===== config.mk =====
export PLATFORM = sky130hd
export DESIGN_NAME = lpe_ctrl
export DESIGN_NICKNAME = d
export VERILOG_FILES = /design/src/lpe_pkg.sv /design/src/lpe_axil.sv /design/src/lpe_ctrl.sv /design/src/lpe_w1c.sv
export SDC_FILE = /design/constraint.sdc
export NUM_CORES = 1
export LEC_CHECK = 0
export ABC_AREA = 1
export ABC_CLOCK_PERIOD_IN_PS = 3550
export BUFFER_PORTS_ARGS = -buffer_cell sky130_fd_sc_hd__buf_2
export CAP_MARGIN = 20
export CORE_ASPECT_RATIO = 1.25
export CORE_MARGIN = 2
export CORE_UTILIZATION = 52
export DETAILED_ROUTE_END_ITERATION = 8
export PLACE_DENSITY = 0.85
export SLEW_MARGIN = 20
export SYNTH_ARGS = -nofsm -noshare
export SYNTH_HDL_FRONTEND = slang
export SYNTH_SLANG_ARGS = --single-unit

===== constraint.sdc =====
create_clock -name mclk_in -period 3.55 [get_ports mclk_in]
set_input_delay 0.5325 -clock mclk_in [delete_from_list [all_inputs] [get_ports mclk_in]]
set_output_delay 0.5325 -clock mclk_in [all_outputs]
set_load 0.02 [all_outputs]

===== src/lpe_pkg.sv =====
/*
 * lpe_pkg: register map, field positions, reset values and shared types of the path enable control block.
 * assumes a 32-bit AXI4-Lite register bus with 12-bit byte addresses.
 */
package lpe_pkg;
	localparam int          ADDR_W      = 12;
	localparam int          DATA_W      = 32;
	localparam int          STRB_W      = 4;
	// register byte addresses
	localparam logic [11:0] OFS_GC1     = 12'h000;
	localparam logic [11:0] OFS_IRQ_STS = 12'h004;
	localparam logic [11:0] OFS_IRQ_MSK = 12'h008;
	localparam logic [11:0] OFS_PATH    = 12'h00c;
	// global_control_one fields
	localparam int          TX_EN_BIT   = 25;
	localparam int          RX_EN_BIT   = 24;
	localparam int          ROS_BIT     = 17;
	localparam logic [31:0] GC1_WMASK   = 32'h0302_0000;
	localparam logic        TX_EN_RST   = 1'h0;
	localparam logic        RX_EN_RST   = 1'h0;
	localparam logic        ROS_RST     = 1'h0;
	// interrupt status and mask layout
	localparam int          IRQ_W       = 4;
	localparam int          IRQ_TX_LOAD = 0;
	localparam int          IRQ_RX_STOR = 1;
	localparam int          IRQ_RX_ERR  = 2;
	localparam int          IRQ_LATE_EN = 3;
	localparam logic [3:0]  IRQ_MSK_RST = 4'h0;
	// path state readback layout
	localparam int          PS_TX_PEND  = 0;
	localparam int          PS_TX_ACT   = 1;
	localparam int          PS_RX_ACT   = 2;
	localparam int          PS_FREEZE   = 3;
	localparam int          PS_FLAG_OK  = 4;
	localparam int          PS_CNT_RUN  = 5;
	// bus responses
	localparam logic [1:0]  RESP_OKAY   = 2'h0;
	localparam logic [1:0]  RESP_SLVERR = 2'h2;

	typedef enum logic [1:0] {
		SUSP_RUN,
		SUSP_DRAIN,
		SUSP_FROZEN
	} lpe_susp_e;

	typedef struct packed {
		logic [ADDR_W-1:0] addr;
		logic [DATA_W-1:0] data;
		logic [STRB_W-1:0] strb;
	} lpe_wr_s;

	function automatic logic lpe_addr_hit(input logic [ADDR_W-1:0] a);
		return (a[11:2] == OFS_GC1[11:2]) || (a[11:2] == OFS_IRQ_STS[11:2]) ||
		       (a[11:2] == OFS_IRQ_MSK[11:2]) || (a[11:2] == OFS_PATH[11:2]);
	endfunction
endpackage


===== src/lpe_axil.sv =====
/*
 * lpe_axil: AXI4-Lite slave front end, one write and one read in flight.
 * assumes the register decode behind it answers reads combinationally from rd_addr_out.
 */
`timescale 1ns/10ps
module lpe_axil (
	// clock and reset
	input  wire logic                    mclk_in,
	input  wire logic                    rst_in,
	// write channels
	input  wire logic [11:0]             s_axi_awaddr_in,
	input  wire logic                    s_axi_awvalid_in,
	output logic                         s_axi_awready_out,
	input  wire logic [31:0]             s_axi_wdata_in,
	input  wire logic [3:0]              s_axi_wstrb_in,
	input  wire logic                    s_axi_wvalid_in,
	output logic                         s_axi_wready_out,
	output logic [1:0]                   s_axi_bresp_out,
	output logic                         s_axi_bvalid_out,
	input  wire logic                    s_axi_bready_in,
	// read channels
	input  wire logic [11:0]             s_axi_araddr_in,
	input  wire logic                    s_axi_arvalid_in,
	output logic                         s_axi_arready_out,
	output logic [31:0]                  s_axi_rdata_out,
	output logic [1:0]                   s_axi_rresp_out,
	output logic                         s_axi_rvalid_out,
	input  wire logic                    s_axi_rready_in,
	// register side
	output lpe_pkg::lpe_wr_s             wr_out,
	output logic                         wr_vld_out,
	output logic [11:0]                  rd_addr_out,
	input  wire logic [31:0]             rd_data_in
);
	import lpe_pkg::*;

	logic aw_have_r;
	logic w_have_r;
	logic ar_have_r;
	logic aw_take;
	logic w_take;
	logic ar_take;
	logic commit;
	logic rvalid_nxt;

	assign aw_take    = s_axi_awvalid_in & s_axi_awready_out;
	assign w_take     = s_axi_wvalid_in & s_axi_wready_out;
	assign ar_take    = s_axi_arvalid_in & s_axi_arready_out;
	assign commit     = aw_have_r & w_have_r & ~s_axi_bvalid_out;
	assign rvalid_nxt = ar_have_r | (s_axi_rvalid_out & ~s_axi_rready_in);

	always_ff @(posedge mclk_in) begin
		if (rst_in) begin
			aw_have_r         <= 1'h0;
			w_have_r          <= 1'h0;
			s_axi_awready_out <= 1'h0;
			s_axi_wready_out  <= 1'h0;
			s_axi_bvalid_out  <= 1'h0;
			s_axi_bresp_out   <= RESP_OKAY;
			wr_out            <= '0;
			wr_vld_out        <= 1'h0;
		end else begin
			aw_have_r         <= (aw_have_r | aw_take) & ~commit;
			w_have_r          <= (w_have_r | w_take) & ~commit;
			s_axi_awready_out <= ~((aw_have_r | aw_take) & ~commit);
			s_axi_wready_out  <= ~((w_have_r | w_take) & ~commit);
			if (aw_take) begin
				wr_out.addr <= s_axi_awaddr_in;
			end
			if (w_take) begin
				wr_out.data <= s_axi_wdata_in;
				wr_out.strb <= s_axi_wstrb_in;
			end
			wr_vld_out <= commit;
			if (commit) begin
				s_axi_bvalid_out <= 1'h1;
				s_axi_bresp_out  <= lpe_addr_hit(wr_out.addr) ? RESP_OKAY : RESP_SLVERR;
			end else if (s_axi_bready_in) begin
				s_axi_bvalid_out <= 1'h0;
			end
		end
	end

	// the read address is held so the decode behind it stays stable for the capture
	always_ff @(posedge mclk_in) begin
		if (rst_in) begin
			ar_have_r         <= 1'h0;
			s_axi_arready_out <= 1'h0;
			s_axi_rvalid_out  <= 1'h0;
			s_axi_rdata_out   <= '0;
			s_axi_rresp_out   <= RESP_OKAY;
			rd_addr_out       <= '0;
		end else begin
			ar_have_r         <= ar_take;
			s_axi_arready_out <= ~ar_take & ~ar_have_r & ~rvalid_nxt;
			s_axi_rvalid_out  <= rvalid_nxt;
			if (ar_take) begin
				rd_addr_out <= s_axi_araddr_in;
			end
			if (ar_have_r) begin
				s_axi_rdata_out <= lpe_addr_hit(rd_addr_out) ? rd_data_in : 32'h0000_0000;
				s_axi_rresp_out <= lpe_addr_hit(rd_addr_out) ? RESP_OKAY : RESP_SLVERR;
			end
		end
	end
endmodule // lpe_axil


===== src/lpe_ctrl.sv =====
/*
 * lpe_ctrl: transmit/receive path enables, continue-on-suspend and the transfer gates they steer.
 * assumes shifters, buffers and the debug halt level are synchronous to mclk_in.
 */
// Function
// - unused control bits 31-26 and 23-18 read zero, writes to them ignored.
// - transmit buffer moves into the transmit shifter only while transmit enable is one.
// - data written while transmit enable is zero is never transmitted.
// - clearing transmit enable mid-frame still sends already written data, checksum included.
// - receive shifter characters reach receive buffers only while receive enable is one.
// - receive enable zero blocks receive status updates, receive and error interrupts.
// - receive shifter keeps assembling characters whatever receive enable says.
// - receive enable cleared before frame end discards that frame's data; the code drops only characters completing after the clear.
// - receive enable set before frame end stores that frame's data on completion; the code hands off each character as it completes, only once enabled.
// - frame already assembling when receive enable set may have inaccurate status flags.
// - continue-on-suspend matters only during emulator suspension, ignored otherwise.
// - during suspension counters run if continue-on-suspend is one, stop if zero.
// - continue-on-suspend zero freezes state, transmission and counters; resumes on leaving.
// - continue-on-suspend one keeps running until current transmit and receive finish.
`timescale 1ns/10ps
module lpe_ctrl (
	// clock and reset
	input  wire logic         mclk_in,
	input  wire logic         rst_in,
	// AXI4-Lite write
	input  wire logic [11:0]  s_axi_awaddr_in,
	input  wire logic         s_axi_awvalid_in,
	output logic              s_axi_awready_out,
	input  wire logic [31:0]  s_axi_wdata_in,
	input  wire logic [3:0]   s_axi_wstrb_in,
	input  wire logic         s_axi_wvalid_in,
	output logic              s_axi_wready_out,
	output logic [1:0]        s_axi_bresp_out,
	output logic              s_axi_bvalid_out,
	input  wire logic         s_axi_bready_in,
	// AXI4-Lite read
	input  wire logic [11:0]  s_axi_araddr_in,
	input  wire logic         s_axi_arvalid_in,
	output logic              s_axi_arready_out,
	output logic [31:0]       s_axi_rdata_out,
	output logic [1:0]        s_axi_rresp_out,
	output logic              s_axi_rvalid_out,
	input  wire logic         s_axi_rready_in,
	// transmit side
	input  wire logic         tx_buf_wr_in,
	input  wire logic         tx_shifter_idle_in,
	input  wire logic         tx_frame_done_in,
	output logic              tx_load_out,
	// receive side
	input  wire logic         rx_frame_start_in,
	input  wire logic         rx_char_done_in,
	input  wire logic         rx_frame_end_in,
	input  wire logic         rx_err_in,
	output logic              rx_store_out,
	output logic              rx_flag_upd_out,
	output logic              rx_flag_valid_out,
	// debug suspension
	input  wire logic         debug_halt_in,
	output logic              freeze_out,
	output logic              cnt_run_out,
	// interrupt
	output logic              irq_out
);
	import lpe_pkg::*;

	lpe_wr_s          wr;
	logic             wr_vld;
	logic [11:0]      rd_addr;
	logic [31:0]      rd_data;
	logic             tx_en_r;
	logic             rx_en_r;
	logic             ros_r;
	logic [IRQ_W-1:0] irq_msk_r;
	logic [IRQ_W-1:0] irq_sts;
	logic [IRQ_W-1:0] irq_set;
	logic [IRQ_W-1:0] irq_clr;
	logic             tx_pend_r;
	logic             tx_act_r;
	logic             rx_act_r;
	logic             tx_go;
	logic             rx_take;
	logic             late_en;
	lpe_susp_e        susp_r;
	lpe_susp_e        susp_nxt;
	logic             wr_gc1;

	lpe_axil u_axil (
		.mclk_in           (mclk_in),
		.rst_in            (rst_in),
		.s_axi_awaddr_in   (s_axi_awaddr_in),
		.s_axi_awvalid_in  (s_axi_awvalid_in),
		.s_axi_awready_out (s_axi_awready_out),
		.s_axi_wdata_in    (s_axi_wdata_in),
		.s_axi_wstrb_in    (s_axi_wstrb_in),
		.s_axi_wvalid_in   (s_axi_wvalid_in),
		.s_axi_wready_out  (s_axi_wready_out),
		.s_axi_bresp_out   (s_axi_bresp_out),
		.s_axi_bvalid_out  (s_axi_bvalid_out),
		.s_axi_bready_in   (s_axi_bready_in),
		.s_axi_araddr_in   (s_axi_araddr_in),
		.s_axi_arvalid_in  (s_axi_arvalid_in),
		.s_axi_arready_out (s_axi_arready_out),
		.s_axi_rdata_out   (s_axi_rdata_out),
		.s_axi_rresp_out   (s_axi_rresp_out),
		.s_axi_rvalid_out  (s_axi_rvalid_out),
		.s_axi_rready_in   (s_axi_rready_in),
		.wr_out            (wr),
		.wr_vld_out        (wr_vld),
		.rd_addr_out       (rd_addr),
		.rd_data_in        (rd_data)
	);

	assign wr_gc1 = wr_vld & (wr.addr[11:2] == OFS_GC1[11:2]);

	// only the three control bits (two enables, continue-on-suspend) hold state; the rest of the word is not stored
	always_ff @(posedge mclk_in) begin
		if (rst_in) begin
			tx_en_r <= TX_EN_RST;
			rx_en_r <= RX_EN_RST;
			ros_r   <= ROS_RST;
		end else if (wr_gc1) begin
			if (wr.strb[3]) begin
				tx_en_r <= wr.data[TX_EN_BIT];
				rx_en_r <= wr.data[RX_EN_BIT];
			end
			if (wr.strb[2]) begin
				ros_r <= wr.data[ROS_BIT];
			end
		end
	end

	always_ff @(posedge mclk_in) begin
		if (rst_in) begin
			irq_msk_r <= IRQ_MSK_RST;
		end else if (wr_vld && wr.addr[11:2] == OFS_IRQ_MSK[11:2] && wr.strb[0]) begin
			irq_msk_r <= wr.data[IRQ_W-1:0];
		end
	end

	always_comb begin
		rd_data = 32'h0000_0000;
		unique case (rd_addr[11:2])
			OFS_GC1[11:2]: begin
				rd_data[TX_EN_BIT] = tx_en_r;
				rd_data[RX_EN_BIT] = rx_en_r;
				rd_data[ROS_BIT]   = ros_r;
			end
			OFS_IRQ_STS[11:2]: rd_data[IRQ_W-1:0] = irq_sts;
			OFS_IRQ_MSK[11:2]: rd_data[IRQ_W-1:0] = irq_msk_r;
			OFS_PATH[11:2]: begin
				rd_data[PS_TX_PEND] = tx_pend_r;
				rd_data[PS_TX_ACT]  = tx_act_r;
				rd_data[PS_RX_ACT]  = rx_act_r;
				rd_data[PS_FREEZE]  = freeze_out;
				rd_data[PS_FLAG_OK] = rx_flag_valid_out;
				rd_data[PS_CNT_RUN] = cnt_run_out;
			end
			default: rd_data = 32'h0000_0000;
		endcase
	end

	// suspension: drain only when continuing, freeze otherwise
	always_comb begin
		susp_nxt = susp_r;
		unique case (susp_r)
			SUSP_RUN: begin
				if (debug_halt_in) begin
					susp_nxt = ros_r ? SUSP_DRAIN : SUSP_FROZEN;
				end
			end
			SUSP_DRAIN: begin
				if (!debug_halt_in) begin
					susp_nxt = SUSP_RUN;
				end else if (!ros_r || (!tx_act_r && !rx_act_r)) begin
					// dropping the bit mid-drain freezes at once
					susp_nxt = SUSP_FROZEN;
				end
			end
			SUSP_FROZEN: begin
				if (!debug_halt_in) begin
					susp_nxt = SUSP_RUN;
				end
			end
		endcase
	end

	always_ff @(posedge mclk_in) begin
		if (rst_in) begin
			susp_r      <= SUSP_RUN;
			freeze_out  <= 1'h0;
			cnt_run_out <= 1'h0;
		end else begin
			susp_r      <= susp_nxt;
			freeze_out  <= (susp_nxt == SUSP_FROZEN);
			cnt_run_out <= ~debug_halt_in | ros_r;
		end
	end

	// a started frame may finish after the enable drops, so the frame keeps its own permission
	assign tx_go = tx_pend_r & ~tx_load_out & tx_shifter_idle_in & (tx_en_r | tx_act_r) &
		((susp_r == SUSP_RUN) | ((susp_r == SUSP_DRAIN) & tx_act_r));

	always_ff @(posedge mclk_in) begin
		if (rst_in) begin
			tx_pend_r   <= 1'h0;
			tx_act_r    <= 1'h0;
			tx_load_out <= 1'h0;
		end else begin
			tx_load_out <= tx_go;
			if (tx_buf_wr_in && tx_en_r) begin
				tx_pend_r <= 1'h1;
			end else if (tx_go) begin
				tx_pend_r <= 1'h0;
			end
			if (tx_go) begin
				tx_act_r <= 1'h1;
			end else if (tx_frame_done_in) begin
				tx_act_r <= 1'h0;
			end
		end
	end

	// the shifter assembles regardless; only the hand-off is gated
	assign rx_take = rx_char_done_in & rx_en_r;
	assign late_en = rx_act_r & ~rx_flag_valid_out & wr_gc1 & wr.strb[3] & wr.data[RX_EN_BIT] & ~rx_en_r;

	always_ff @(posedge mclk_in) begin
		if (rst_in) begin
			rx_act_r          <= 1'h0;
			rx_store_out      <= 1'h0;
			rx_flag_upd_out   <= 1'h0;
			rx_flag_valid_out <= 1'h0;
		end else begin
			rx_store_out    <= rx_take;
			rx_flag_upd_out <= rx_take;
			if (rx_frame_start_in) begin
				rx_act_r          <= 1'h1;
				rx_flag_valid_out <= rx_en_r;
			end else if (rx_frame_end_in) begin
				rx_act_r <= 1'h0;
			end
		end
	end

	always_comb begin
		irq_set              = '0;
		irq_set[IRQ_TX_LOAD] = tx_go;
		irq_set[IRQ_RX_STOR] = rx_take;
		irq_set[IRQ_RX_ERR]  = rx_err_in & rx_en_r;
		irq_set[IRQ_LATE_EN] = late_en;
		irq_clr              = '0;
		if (wr_vld && wr.addr[11:2] == OFS_IRQ_STS[11:2] && wr.strb[0]) begin
			irq_clr = wr.data[IRQ_W-1:0];
		end
	end

	lpe_w1c #(
		.W (IRQ_W)
	) u_sts (
		.mclk_in (mclk_in),
		.rst_in  (rst_in),
		.set_in  (irq_set),
		.clr_in  (irq_clr),
		.q_out   (irq_sts)
	);

	always_ff @(posedge mclk_in) begin
		if (rst_in) begin
			irq_out <= 1'h0;
		end else begin
			irq_out <= |(irq_sts & irq_msk_r);
		end
	end
endmodule // lpe_ctrl


===== src/lpe_w1c.sv =====
/*
 * lpe_w1c: a row of sticky event bits, cleared by writing one.
 * assumes set and clear pulses synchronous to mclk_in.
 */
`timescale 1ns/10ps
module lpe_w1c #(
	parameter int W = 4
) (
	// clock and reset
	input  wire logic         mclk_in,
	input  wire logic         rst_in,
	// events and clears
	input  wire logic [W-1:0] set_in,
	input  wire logic [W-1:0] clr_in,
	// sticky state
	output logic      [W-1:0] q_out
);
	import lpe_pkg::*;

	// set wins so an event in the clearing cycle is kept
	always_ff @(posedge mclk_in) begin
		if (rst_in) begin
			q_out <= '0;
		end else begin
			q_out <= (q_out & ~clr_in) | set_in;
		end
	end
endmodule // lpe_w1c

Word level (Yosys, flattened, before mapping)
Index checks and enable logic that the tools add are counted.
- $add $sub $neg: 0
- $mul: 0
- divide/modulo/power cells: 0
- $lt $le $gt $ge: 0
- equal/unequal tests: 9
- shift-type cells: 0
- muxes and demuxes: 22
- bitwise gates (word level): 45
- reductions and logical operators: 26
- operator list (cell ; number):
    10-bit by 2-bit == test with 1-bit output, second input constant ; 4
    26-bit 2-to-1 mux ; 1
    1-bit AND ; 23
    10-bit by 1-bit == test with 1-bit output, second input constant ; 2
    10-bit zero test ; 2
    2-bit 2-to-1 mux ; 9
    1-bit inverter ; 12
    4-bit one-hot mux with 3 select lines ; 1
    1-bit 2-to-1 mux ; 9
    4-bit AND ; 2
    2-bit nonzero test ; 4
    1-bit logical OR ; 7
    1-bit logical AND ; 6
    1-bit bitwise OR ; 6
    2-bit one-hot mux with 3 select lines ; 1
    2-bit == test, second input constant ; 2
    4-bit 2-to-1 mux ; 1
    4-bit inverter ; 1
    4-bit bitwise OR ; 1
    2-bit AND reduction ; 2
    4-bit OR reduction ; 1
    1-bit zero test ; 3
    2-bit by 1-bit == test with 1-bit output, second input constant ; 1
    2-bit zero test ; 1
- bits in registers: 121
- latch bits: 0
- memory bits (writable): 0
- bits in read-only memories: 0
- output and inout port bits: 48
- word-level logic and storage cells: 133
- memories: 0

Depth between registers and ports, before layout
Gate-level depths: netlist (run 1).
- depth in word-level cells: 7
- depth in mapped cells: 7
- gate-level depth less buffers: 7

Hierarchy
Synthesis (run 1) repeated with hierarchy kept, for this count alone.
- cell total of the unflattened synthesis: 617
- area, all modules: 4880.9 um^2
- modules (own cells, without submodules) (module ; instances ; cells each ; area each (um^2)):
    lpe_axil ; 1 ; 417 ; 3618.5
    lpe_ctrl ; 1 ; 180 ; 1117.3
    lpe_w1c ; 1 ; 20 ; 145.1

Worst setup path before layout (run 1)
Ideal clock, no wire load.
- path kind: register to register
- from: register susp_r[1]
- to: register freeze_out
- library setup time: 0.064 ns
- arrival time: 1.124 ns
- required time: 3.486 ns
- path slack: 2.362 ns
- cell stages (with the launch flop): 7
- path buffers: 0
- path through: dfxtp_1 -> inv_1 -> ha_1 -> nand2_1 -> o31ai_1 -> nand2_1 -> nor2_1
- longest elaborated chain between the ends: 4
- ends and longest elaborated chain (item ; RTL line ; RTL):
    from (decl) ; lpe_ctrl.sv:83 ; lpe_susp_e susp_r;
    from (signal assigned) ; lpe_ctrl.sv:193 ; susp_r <= susp_nxt;
    2-bit 2-to-1 mux ; lpe_ctrl.sv:174 ; end else if (!ros_r || (!tx_act_r && !rx_act_r)) begin
    2-bit 2-to-1 mux ; lpe_ctrl.sv:172 ; if (!debug_halt_in) begin
    2-bit one-hot mux with 3 select lines (*) ; lpe_ctrl.sv:165 ; unique case (susp_r)
    2-bit == test (*) ; lpe_ctrl.sv:194 ; freeze_out <= (susp_nxt == SUSP_FROZEN);
    to (signal assigned) ; lpe_ctrl.sv:194 ;
    to (decl) ; lpe_ctrl.sv:59 ; output logic freeze_out,
Every way passes the cells marked *; elsewhere a longest branch is shown, timed or not.
A chain may end at the register's enable or synchronous reset.

==> qor.log, run 1 <==
INFO  status         run_status=finished, final reports clean
INFO  floorplanning  floorplan.initialDensity=0.530
INFO  timing         highest_clock_rate=526MHz
INFO  timing         timing_worst_slew_pin_value=1.02ns
INFO  floorplanning  die_height=89.5um
INFO  job            max_cap_violations=0
INFO  setup_path     crit_path_end_kind=register
INFO  setup_path     critical-path-max-stage-delay=0.81ns
INFO  floorplanning  floorplan.core_area=5740um^2
INFO  cells_and_area final_layout_size_suffix_gt1_frac=0.203
INFO  cells_and_area area_growth_syn_to_layout=14.1%
INFO  cts            worst_setup_hold_path_clk_slew=0.07ns
INFO  setup_path     crit_path_leading_delay_family=buffers and inverters
INFO  setup_path     reg2reg_from=u_axil.s_axi_arready_out$_SDFF_PP0_
INFO  route          drt_wl_total=6250um
INFO  floorplanning  design.portCount=123
INFO  cts            tritoncts_clock_tree=yes
INFO  route          initialDrtViolationCount=137
INFO  route          via_per_inst=4.94
INFO  global_routing via_count_of_the_first_global_routing_pass=2,394
INFO  timing         finalWorstPathRequiredPeriod=1.90ns
INFO  cts            htreeDepth=3
INFO  global_routing largest_net_degree_at_the_start_of_global_routing=35
INFO  placed_design  routabilityCongestion=0.805
INFO  placed_design  place.detailed.hpwl=4530um
INFO  timing         final.setup.tns=0ns
INFO  route          routed-via-count=2,667
INFO  cts            insertion_delay=0.35ns
INFO  timing         setup_slack=1.65ns
INFO  timing         final.hold.worst_slack=0.369ns
INFO  setup_path     cp_max_fo=34
INFO  route          drt_first_pass_iters=4
INFO  route          route.detailed.drc=0
INFO  setup_path     worst_path_max_delay_cell=inv_1
INFO  cells_and_area layout.nets=549
INFO  setup_path     timing.critical_path.required=3.83ns
INFO  cts            post_cts_hold_buffer_count=0
INFO  timing         unrepaired_setup_endpoints_after_global_routing=no
INFO  logic_synthesis yosys_register_bits=72
INFO  cells_and_area final_cell_mix=72 x dfxtp_1, 71 x nand2_1, 67 x buf_2
INFO  route          routedWlPerCell=11.6um
INFO  global_routing globalRoute.totalOverflow=0
INFO  worst_hold_path hold_class=in2reg
INFO  timing         post-route-period-util=0.536
INFO  cts            cts_max_path_buffers=2
INFO  timing         drv_slew=0
INFO  setup_path     worstSetupStartpoint=rst_in
INFO  cts            cts_repair_resize_count=0
INFO  route          postRouteAntennaNets=0
INFO  global_routing grt_usage=0.207
INFO  cells_and_area diodes=0
INFO  timing         slew-limit-headroom=0.319
INFO  logic_synthesis netlist_area_pre_place=3040um^2
INFO  floorplanning  rows=31
INFO  setup_path     timing.critical_path.buf_inv=3
INFO  timing         timing.clock.skew=0.00730ns
INFO  setup_path     path_cells=buf_2 > inv_1 > buf_4 > o21ai_0 > a21oi_1
INFO  cts            post-cts-setup-buffer-count=0
INFO  floorplanning  dieArea=6490um^2
INFO  logic_synthesis synthesis.yosys.warnings=0
INFO  logic_synthesis netlist-cell-type-count=28
INFO  worst_hold_path worst_hold_startpoint=s_axi_araddr_in[10]
INFO  timing         final-setup-viol-count=0
INFO  cells_and_area mostFrequentLayoutCell=dfxtp_1
INFO  pwr            leakage=1.64nW
INFO  setup_path     cp_data_arrival_time=2.18ns
INFO  setup_path     crit_path_start_kind=primary input
INFO  pwr            worst_ir_drop_vdd=0.300mV
INFO  global_routing grt_first_pass_wirelength=10,300um
INFO  setup_path     timing.setup.critical_path_class=in2reg
INFO  placed_design  placement.setup.worst_slack=1.29ns
INFO  cells_and_area fillers=533
INFO  placed_design  port_buffers=67
INFO  pwr            power-per-cell-area=463nW/um^2
INFO  cts            numCtsBuffers=9
INFO  floorplanning  die_w=72.4um
INFO  cts            cts_root_buf=clkbuf_8
INFO  timing         timing.final.hold_violations=0
INFO  cells_and_area final_core_util=0.605
INFO  logic_synthesis yosysSeqAreaShare=0.473
INFO  logic_synthesis post_synthesis_instance_total=405
INFO  cts            clock-sinks=72
INFO  logic_synthesis synth_area_per_cell=7.52um^2
INFO  global_routing grt_antenna_before_repair=0
[power breakdown]
group / total [mW] / internal, mW / switching, mW
registers: 0.866 / 0.844 / 0.0212
clock network: 0.541 / 0.265 / 0.276
logic: 0.201 / 0.0616 / 0.140
total: 1.61 / 1.17 / 0.437
[cell type report]
cell class / count / area, um^2 / area share
Clock buffer: 13 / 149 / 0.0429
Timing Repair Buffer: 68 / 343 / 0.0987
Multi-Input combinational cell: 284 / 1320 / 0.380
Sequential cell: 72 / 1440 / 0.415
Inverter: 36 / 135 / 0.0389
Clock inverter: 1 / 5.00 / 0.00144
Tap cell: 66 / 82.6 / 0.0238
[synthesized netlist by cell type]
cell | count | area (um^2)
nand4_1 | 1 | 6.26
a211oi_1 | 1 | 7.51
nand2_1 | 71 | 267
o31ai_1 | 2 | 15.0
buf_2 | 2 | 10.0
nor3_1 | 1 | 5.00
and2_1 | 1 | 6.26
nor2_1 | 57 | 214
nor3_2 | 4 | 40.0
buf_1 | 2 | 7.51
nand2_2 | 3 | 18.8
dfxtp_1 | 72 | 1440
inv_1 | 34 | 128
and3_1 | 1 | 6.26
a41oi_1 | 1 | 8.76
a21oi_2 | 2 | 17.5
nand3_1 | 43 | 215
conb_1 | 1 | 3.75
o21ai_1 | 1 | 5.00
nor2_4 | 2 | 22.5
nor2_2 | 4 | 25.0
clkbuf_1 | 7 | 26.3
buf_4 | 26 | 195
o21ai_0 | 33 | 165
ha_1 | 3 | 37.5
inv_2 | 2 | 7.51
a21oi_1 | 27 | 135
o211ai_1 | 1 | 7.51
[layer usage]
metal / vias to the layer above / global-route usage / part of all wire
met4: 0 / 0.121 / 0.025
met5: - / 0 / 0
li1: 1385 / - / -
met1: 1180 / 0.239 / 0.44
met2: 86 / 0.348 / 0.48
met3: 16 / 0.0507 / 0.059
[tightest hold or removal path: stages]
cell	delay [ns]
buf_2	0.08
nand2_1	0.04
nand2_1	0.04
[through the flow]
step,area [um^2],std cells,power [mW]
5_1_grt,3470,540,1.68
3_5_place_dp,3320,526,1.08
6_report,3470,540,1.61
2_1_floorplan,3130,429,1.04
4_1_cts,3470,540,1.62
3_3_place_gp,3320,526,1.08
[kinds of logic (layout without fill, tap and decap cells)]
family,after synthesis,in the layout,share of synthesized area
AOI/OAI and AO/OA,68,68,0.119
adders and majority gates,3,3,0.0123
buffers and inverters,73,118,0.123
DFF,72,72,0.473
other,1,25,0.00123
and+or+nand+nor,188,188,0.271
[worst paths after layout]
| kind | end | slack, ns | cells after the start |
|---|---|---|---|
| max reg2reg | u_axil.rd_addr_out[3]$_SDFFE_PP0P_ | 2.16 | 4 |
| min reg2reg | u_axil.wr_out[47]$_SDFFE_PP0P_ | 0.46 | 2 |
| min | u_axil.rd_addr_out[10]$_SDFFE_PP0P_ | 0.37 | 3 |
| max | u_axil.wr_out[7]$_SDFFE_PP0P_ | 1.65 | 5 |
[sequential cells by signal (all words and copies together), names as in the netlist, 2 cells and up]
name / cells
u_axil.s_axi_rdata_out: 9
susp_r: 2
u_axil.rd_addr_out: 10
u_axil.wr_out: 20
u_sts.q_out: 4
irq_msk_r: 4
Note: power is estimated with default switching activity, not from simulation.
==> run 2, diff against run 1 <==
--- a/config.mk
+++ b/config.mk
@@ -6,14 +6,14 @@
 export NUM_CORES = 1
 export LEC_CHECK = 0
 export ABC_AREA = 1
-export ABC_CLOCK_PERIOD_IN_PS = 3550
+export ABC_CLOCK_PERIOD_IN_PS = 1940
 export BUFFER_PORTS_ARGS = -buffer_cell sky130_fd_sc_hd__buf_2
 export CAP_MARGIN = 20
 export CORE_ASPECT_RATIO = 1.25
 export CORE_MARGIN = 2
-export CORE_UTILIZATION = 52
+export CORE_UTILIZATION = 48
 export DETAILED_ROUTE_END_ITERATION = 8
-export PLACE_DENSITY = 0.85
+export PLACE_DENSITY = 0.79
 export SLEW_MARGIN = 20
 export SYNTH_ARGS = -nofsm -noshare
 export SYNTH_HDL_FRONTEND = slang
==> constraint.sdc (replaced) <==
create_clock -name mclk_in -period 1.94 [get_ports mclk_in]
set_input_delay 0.291 -clock mclk_in [delete_from_list [all_inputs] [get_ports mclk_in]]
set_output_delay 0.291 -clock mclk_in [all_outputs]
set_load 0.02 [all_outputs]
==> run 2 against run 1 <==
Register-to-register slack worse by 1.6 ns. First-iteration DRC count is 6.6% higher. Sequential share of layout area shrank 0.76 points. Sequential power increased by 82%. Global-route usage shrank 1.9 points. Clock skew fell by 0.00059 ns. Clock power rose by 87%. Core utilization down 3.1 points. Via count is 0.49% higher. Wire length is 0.85% lower. Worst setup slack worse by 1.1 ns. Critical endpoint is now freeze_out$_SDFF_PP0_. Largest cell class unchanged. Largest power group unchanged. Highest routed layer unchanged.
==> qor.log, run 2 (synthesis gave the netlist of run 1 again) <==
INFO  floorplanning  floorplan.core_area=6170um^2
INFO  cts            cts_root_buf=clkbuf_8
INFO  setup_path     worst_path_max_delay_cell=dfxtp_1
INFO  worst_hold_path hold_path_cell_cnt=3
INFO  cts            post-cts-setup-buffer-count=0
INFO  cells_and_area registers.top_by_ff_count=u_axil.wr_out
INFO  setup_path     crit_path_leading_delay_family=flip-flops
INFO  setup_path     worstSetupStartpoint=susp_r[1]$_SDFF_PP0_
INFO  cts            cts_max_path_buffers=2
INFO  timing         slew-limit-headroom=0.567
INFO  route          drt_first_pass_iters=4
INFO  cts            htreeDepth=3
INFO  floorplanning  rows=32
INFO  placed_design  place.detailed.hpwl=4710um
INFO  setup_path     timing.critical_path.buf_inv=1
INFO  cts            worst_setup_hold_path_clk_slew=0.07ns
INFO  worst_hold_path hold_class=in2reg
INFO  setup_path     crit_path_start_kind=register
INFO  setup_path     cp_data_arrival_time=1.65ns
INFO  pwr            worst_ir_drop_vdd=0.526mV
INFO  cells_and_area fillers=595
INFO  job            max_cap_violations=0
INFO  cts            tritoncts_clock_tree=yes
INFO  timing         post-route-period-util=0.701
INFO  worst_hold_path hold_path_end=u_axil.rd_addr_out[10]$_SDFFE_PP0P_
INFO  floorplanning  floorplan.initialDensity=0.494
INFO  cells_and_area mostFrequentLayoutCell=dfxtp_1
INFO  timing         final-setup-viol-count=0
INFO  placed_design  routabilityCongestion=0.802
INFO  setup_path     path_cells=inv_1 > ha_1 > nand2_1 > o31ai_1 > nand2_1 > nor2_1
INFO  setup_path     setup.reg_to_reg.worst_slack=0.58ns
INFO  timing         timing.clock.skew=0.00671ns
INFO  timing         timing_worst_slew_pin_value=0.647ns
INFO  cells_and_area diodes=0
INFO  setup_path     cp_max_fo=4
INFO  setup_path     timing.critical_path.required=2.23ns
INFO  worst_hold_path worst_hold_startpoint=s_axi_araddr_in[10]
INFO  global_routing grt_first_pass_wirelength=10,100um
INFO  cells_and_area final_cell_mix=72 x dfxtp_1, 71 x nand2_1, 67 x buf_2
INFO  global_routing via_count_of_the_first_global_routing_pass=2,396
INFO  global_routing grt_usage=0.188
INFO  status         run_status=finished, final reports clean
INFO  global_routing grt_antenna_before_repair=0
INFO  global_routing globalRoute.totalOverflow=0
INFO  timing         finalWorstPathRequiredPeriod=1.36ns
INFO  route          routedWlPerCell=11.0um
INFO  route          initialDrtViolationCount=146
INFO  route          via_per_inst=4.74
INFO  timing         highest_clock_rate=735MHz
INFO  setup_path     timing.setup.critical_path_class=reg2reg
INFO  cells_and_area final_layout_size_suffix_gt1_frac=0.215
INFO  route          routed-via-count=2,680
INFO  route          drt_wl_total=6200um
INFO  setup_path     critical_path.most_common_cell=nand2_1
INFO  cells_and_area largest_reg_flops=20
INFO  floorplanning  design.portCount=123
INFO  cts            cts_repair_resize_count=0
INFO  setup_path     rr_endpoint=freeze_out$_SDFF_PP0_
INFO  floorplanning  dieArea=7000um^2
INFO  cells_and_area biggestRegsByFlops=u_axil.wr_out: 20 flops, u_axil.rd_addr_out: 10 flops, u_axil.s_axi_rdata_out: 9 flops
INFO  route          postRouteAntennaNets=0
INFO  pwr            power-per-cell-area=839nW/um^2
INFO  setup_path     reg2reg_from=susp_r[1]$_SDFF_PP0_
INFO  setup_path     crit_path_end_kind=register
INFO  global_routing largest_net_degree_at_the_start_of_global_routing=27
INFO  cells_and_area area_growth_syn_to_layout=16.3%
INFO  cts            post_cts_hold_buffer_count=0
INFO  setup_path     worst_r2r_path_depth=6
INFO  setup_path     critical-path-max-stage-delay=0.38ns
INFO  cts            insertion_delay=0.35ns
INFO  timing         drv_slew=0
INFO  timing         unrepaired_setup_endpoints_after_global_routing=no
INFO  cells_and_area layout.nets=553
INFO  timing         final.setup.tns=0ns
INFO  pwr            leakage=1.67nW
INFO  floorplanning  die_height=93.0um
INFO  timing         final.hold.worst_slack=0.131ns
INFO  timing         timing.final.hold_violations=0
INFO  placed_design  port_buffers=67
INFO  route          route.detailed.drc=0
INFO  cts            numCtsBuffers=9
INFO  cts            clock-sinks=72
INFO  floorplanning  die_w=75.2um
==> run 2: cell count changes in the layout (fill, tap and decap cells not counted) <==
| cell | previous run | this run |
|---|---|---|
| buf_4 | 1 | 5 |
| clkinv_2 | 1 | 4 |
| clkbuf_1 | 3 | 2 |
==> run 2: tightest hold or removal path, delay by kind of cell <==
family / cells / cell delay, ns
buffers and inverters: 1 / 0.07
and+or+nand+nor: 2 / 0.08
==> run 2: where the power goes <==
group / internal, mW / switching, mW / total (mW)
Combinational: 0.118 / 0.255 / 0.373
Sequential: 1.55 / 0.0368 / 1.58
Clock: 0.491 / 0.523 / 1.01
==> run 2: how the worst max path moves through the flow <==
stage | end | slack (ns) | cells after the start
finish | freeze_out$_SDFF_PP0_ | 0.58 | 6
global route | u_axil.rd_addr_out[9]$_SDFFE_PP0P_ | 0.39 | 4
CTS | freeze_out$_SDFF_PP0_ | 0.55 | 6
detailed placement | u_axil.wr_out[39]$_SDFFE_PP0P_ | 0.48 | 5
global placement | u_axil.wr_out[38]$_SDFFE_PP0P_ | 0.53 | 5
floorplan | freeze_out$_SDFF_PP0_ | 0.75 | 6
==> run 2: routing by layer <==
metal,global-route usage,share of wire,vias up
li1,-,-,1388
met1,0.217,0.42,1206
met2,0.317,0.50,77
met3,0.0593,0.059,9
met4,0.0746,0.017,0
met5,0,0,-
==> run 2: cell type report <==
type	instances	area (um^2)	area share
clock buffer	12	145	0.0410
clock inverter	4	20.0	0.00566
inverter	36	135	0.0382
multi-input combinational	284	1320	0.373
sequential	72	1440	0.407
tap	85	106	0.0300
timing repair buffer	72	373	0.105
==> run 2: per-stage QoR <==
step,power [mW],area (um^2),instances,worst slack [ns],util
global placement,1.98,3370,549,0.533,0.547
CTS,2.99,3540,565,0.549,0.574
global route,3.12,3540,565,0.388,0.574
floorplan,1.91,3130,429,0.752,-
finish,2.97,3540,565,0.580,0.574
detailed placement,1.99,3370,549,0.482,0.547
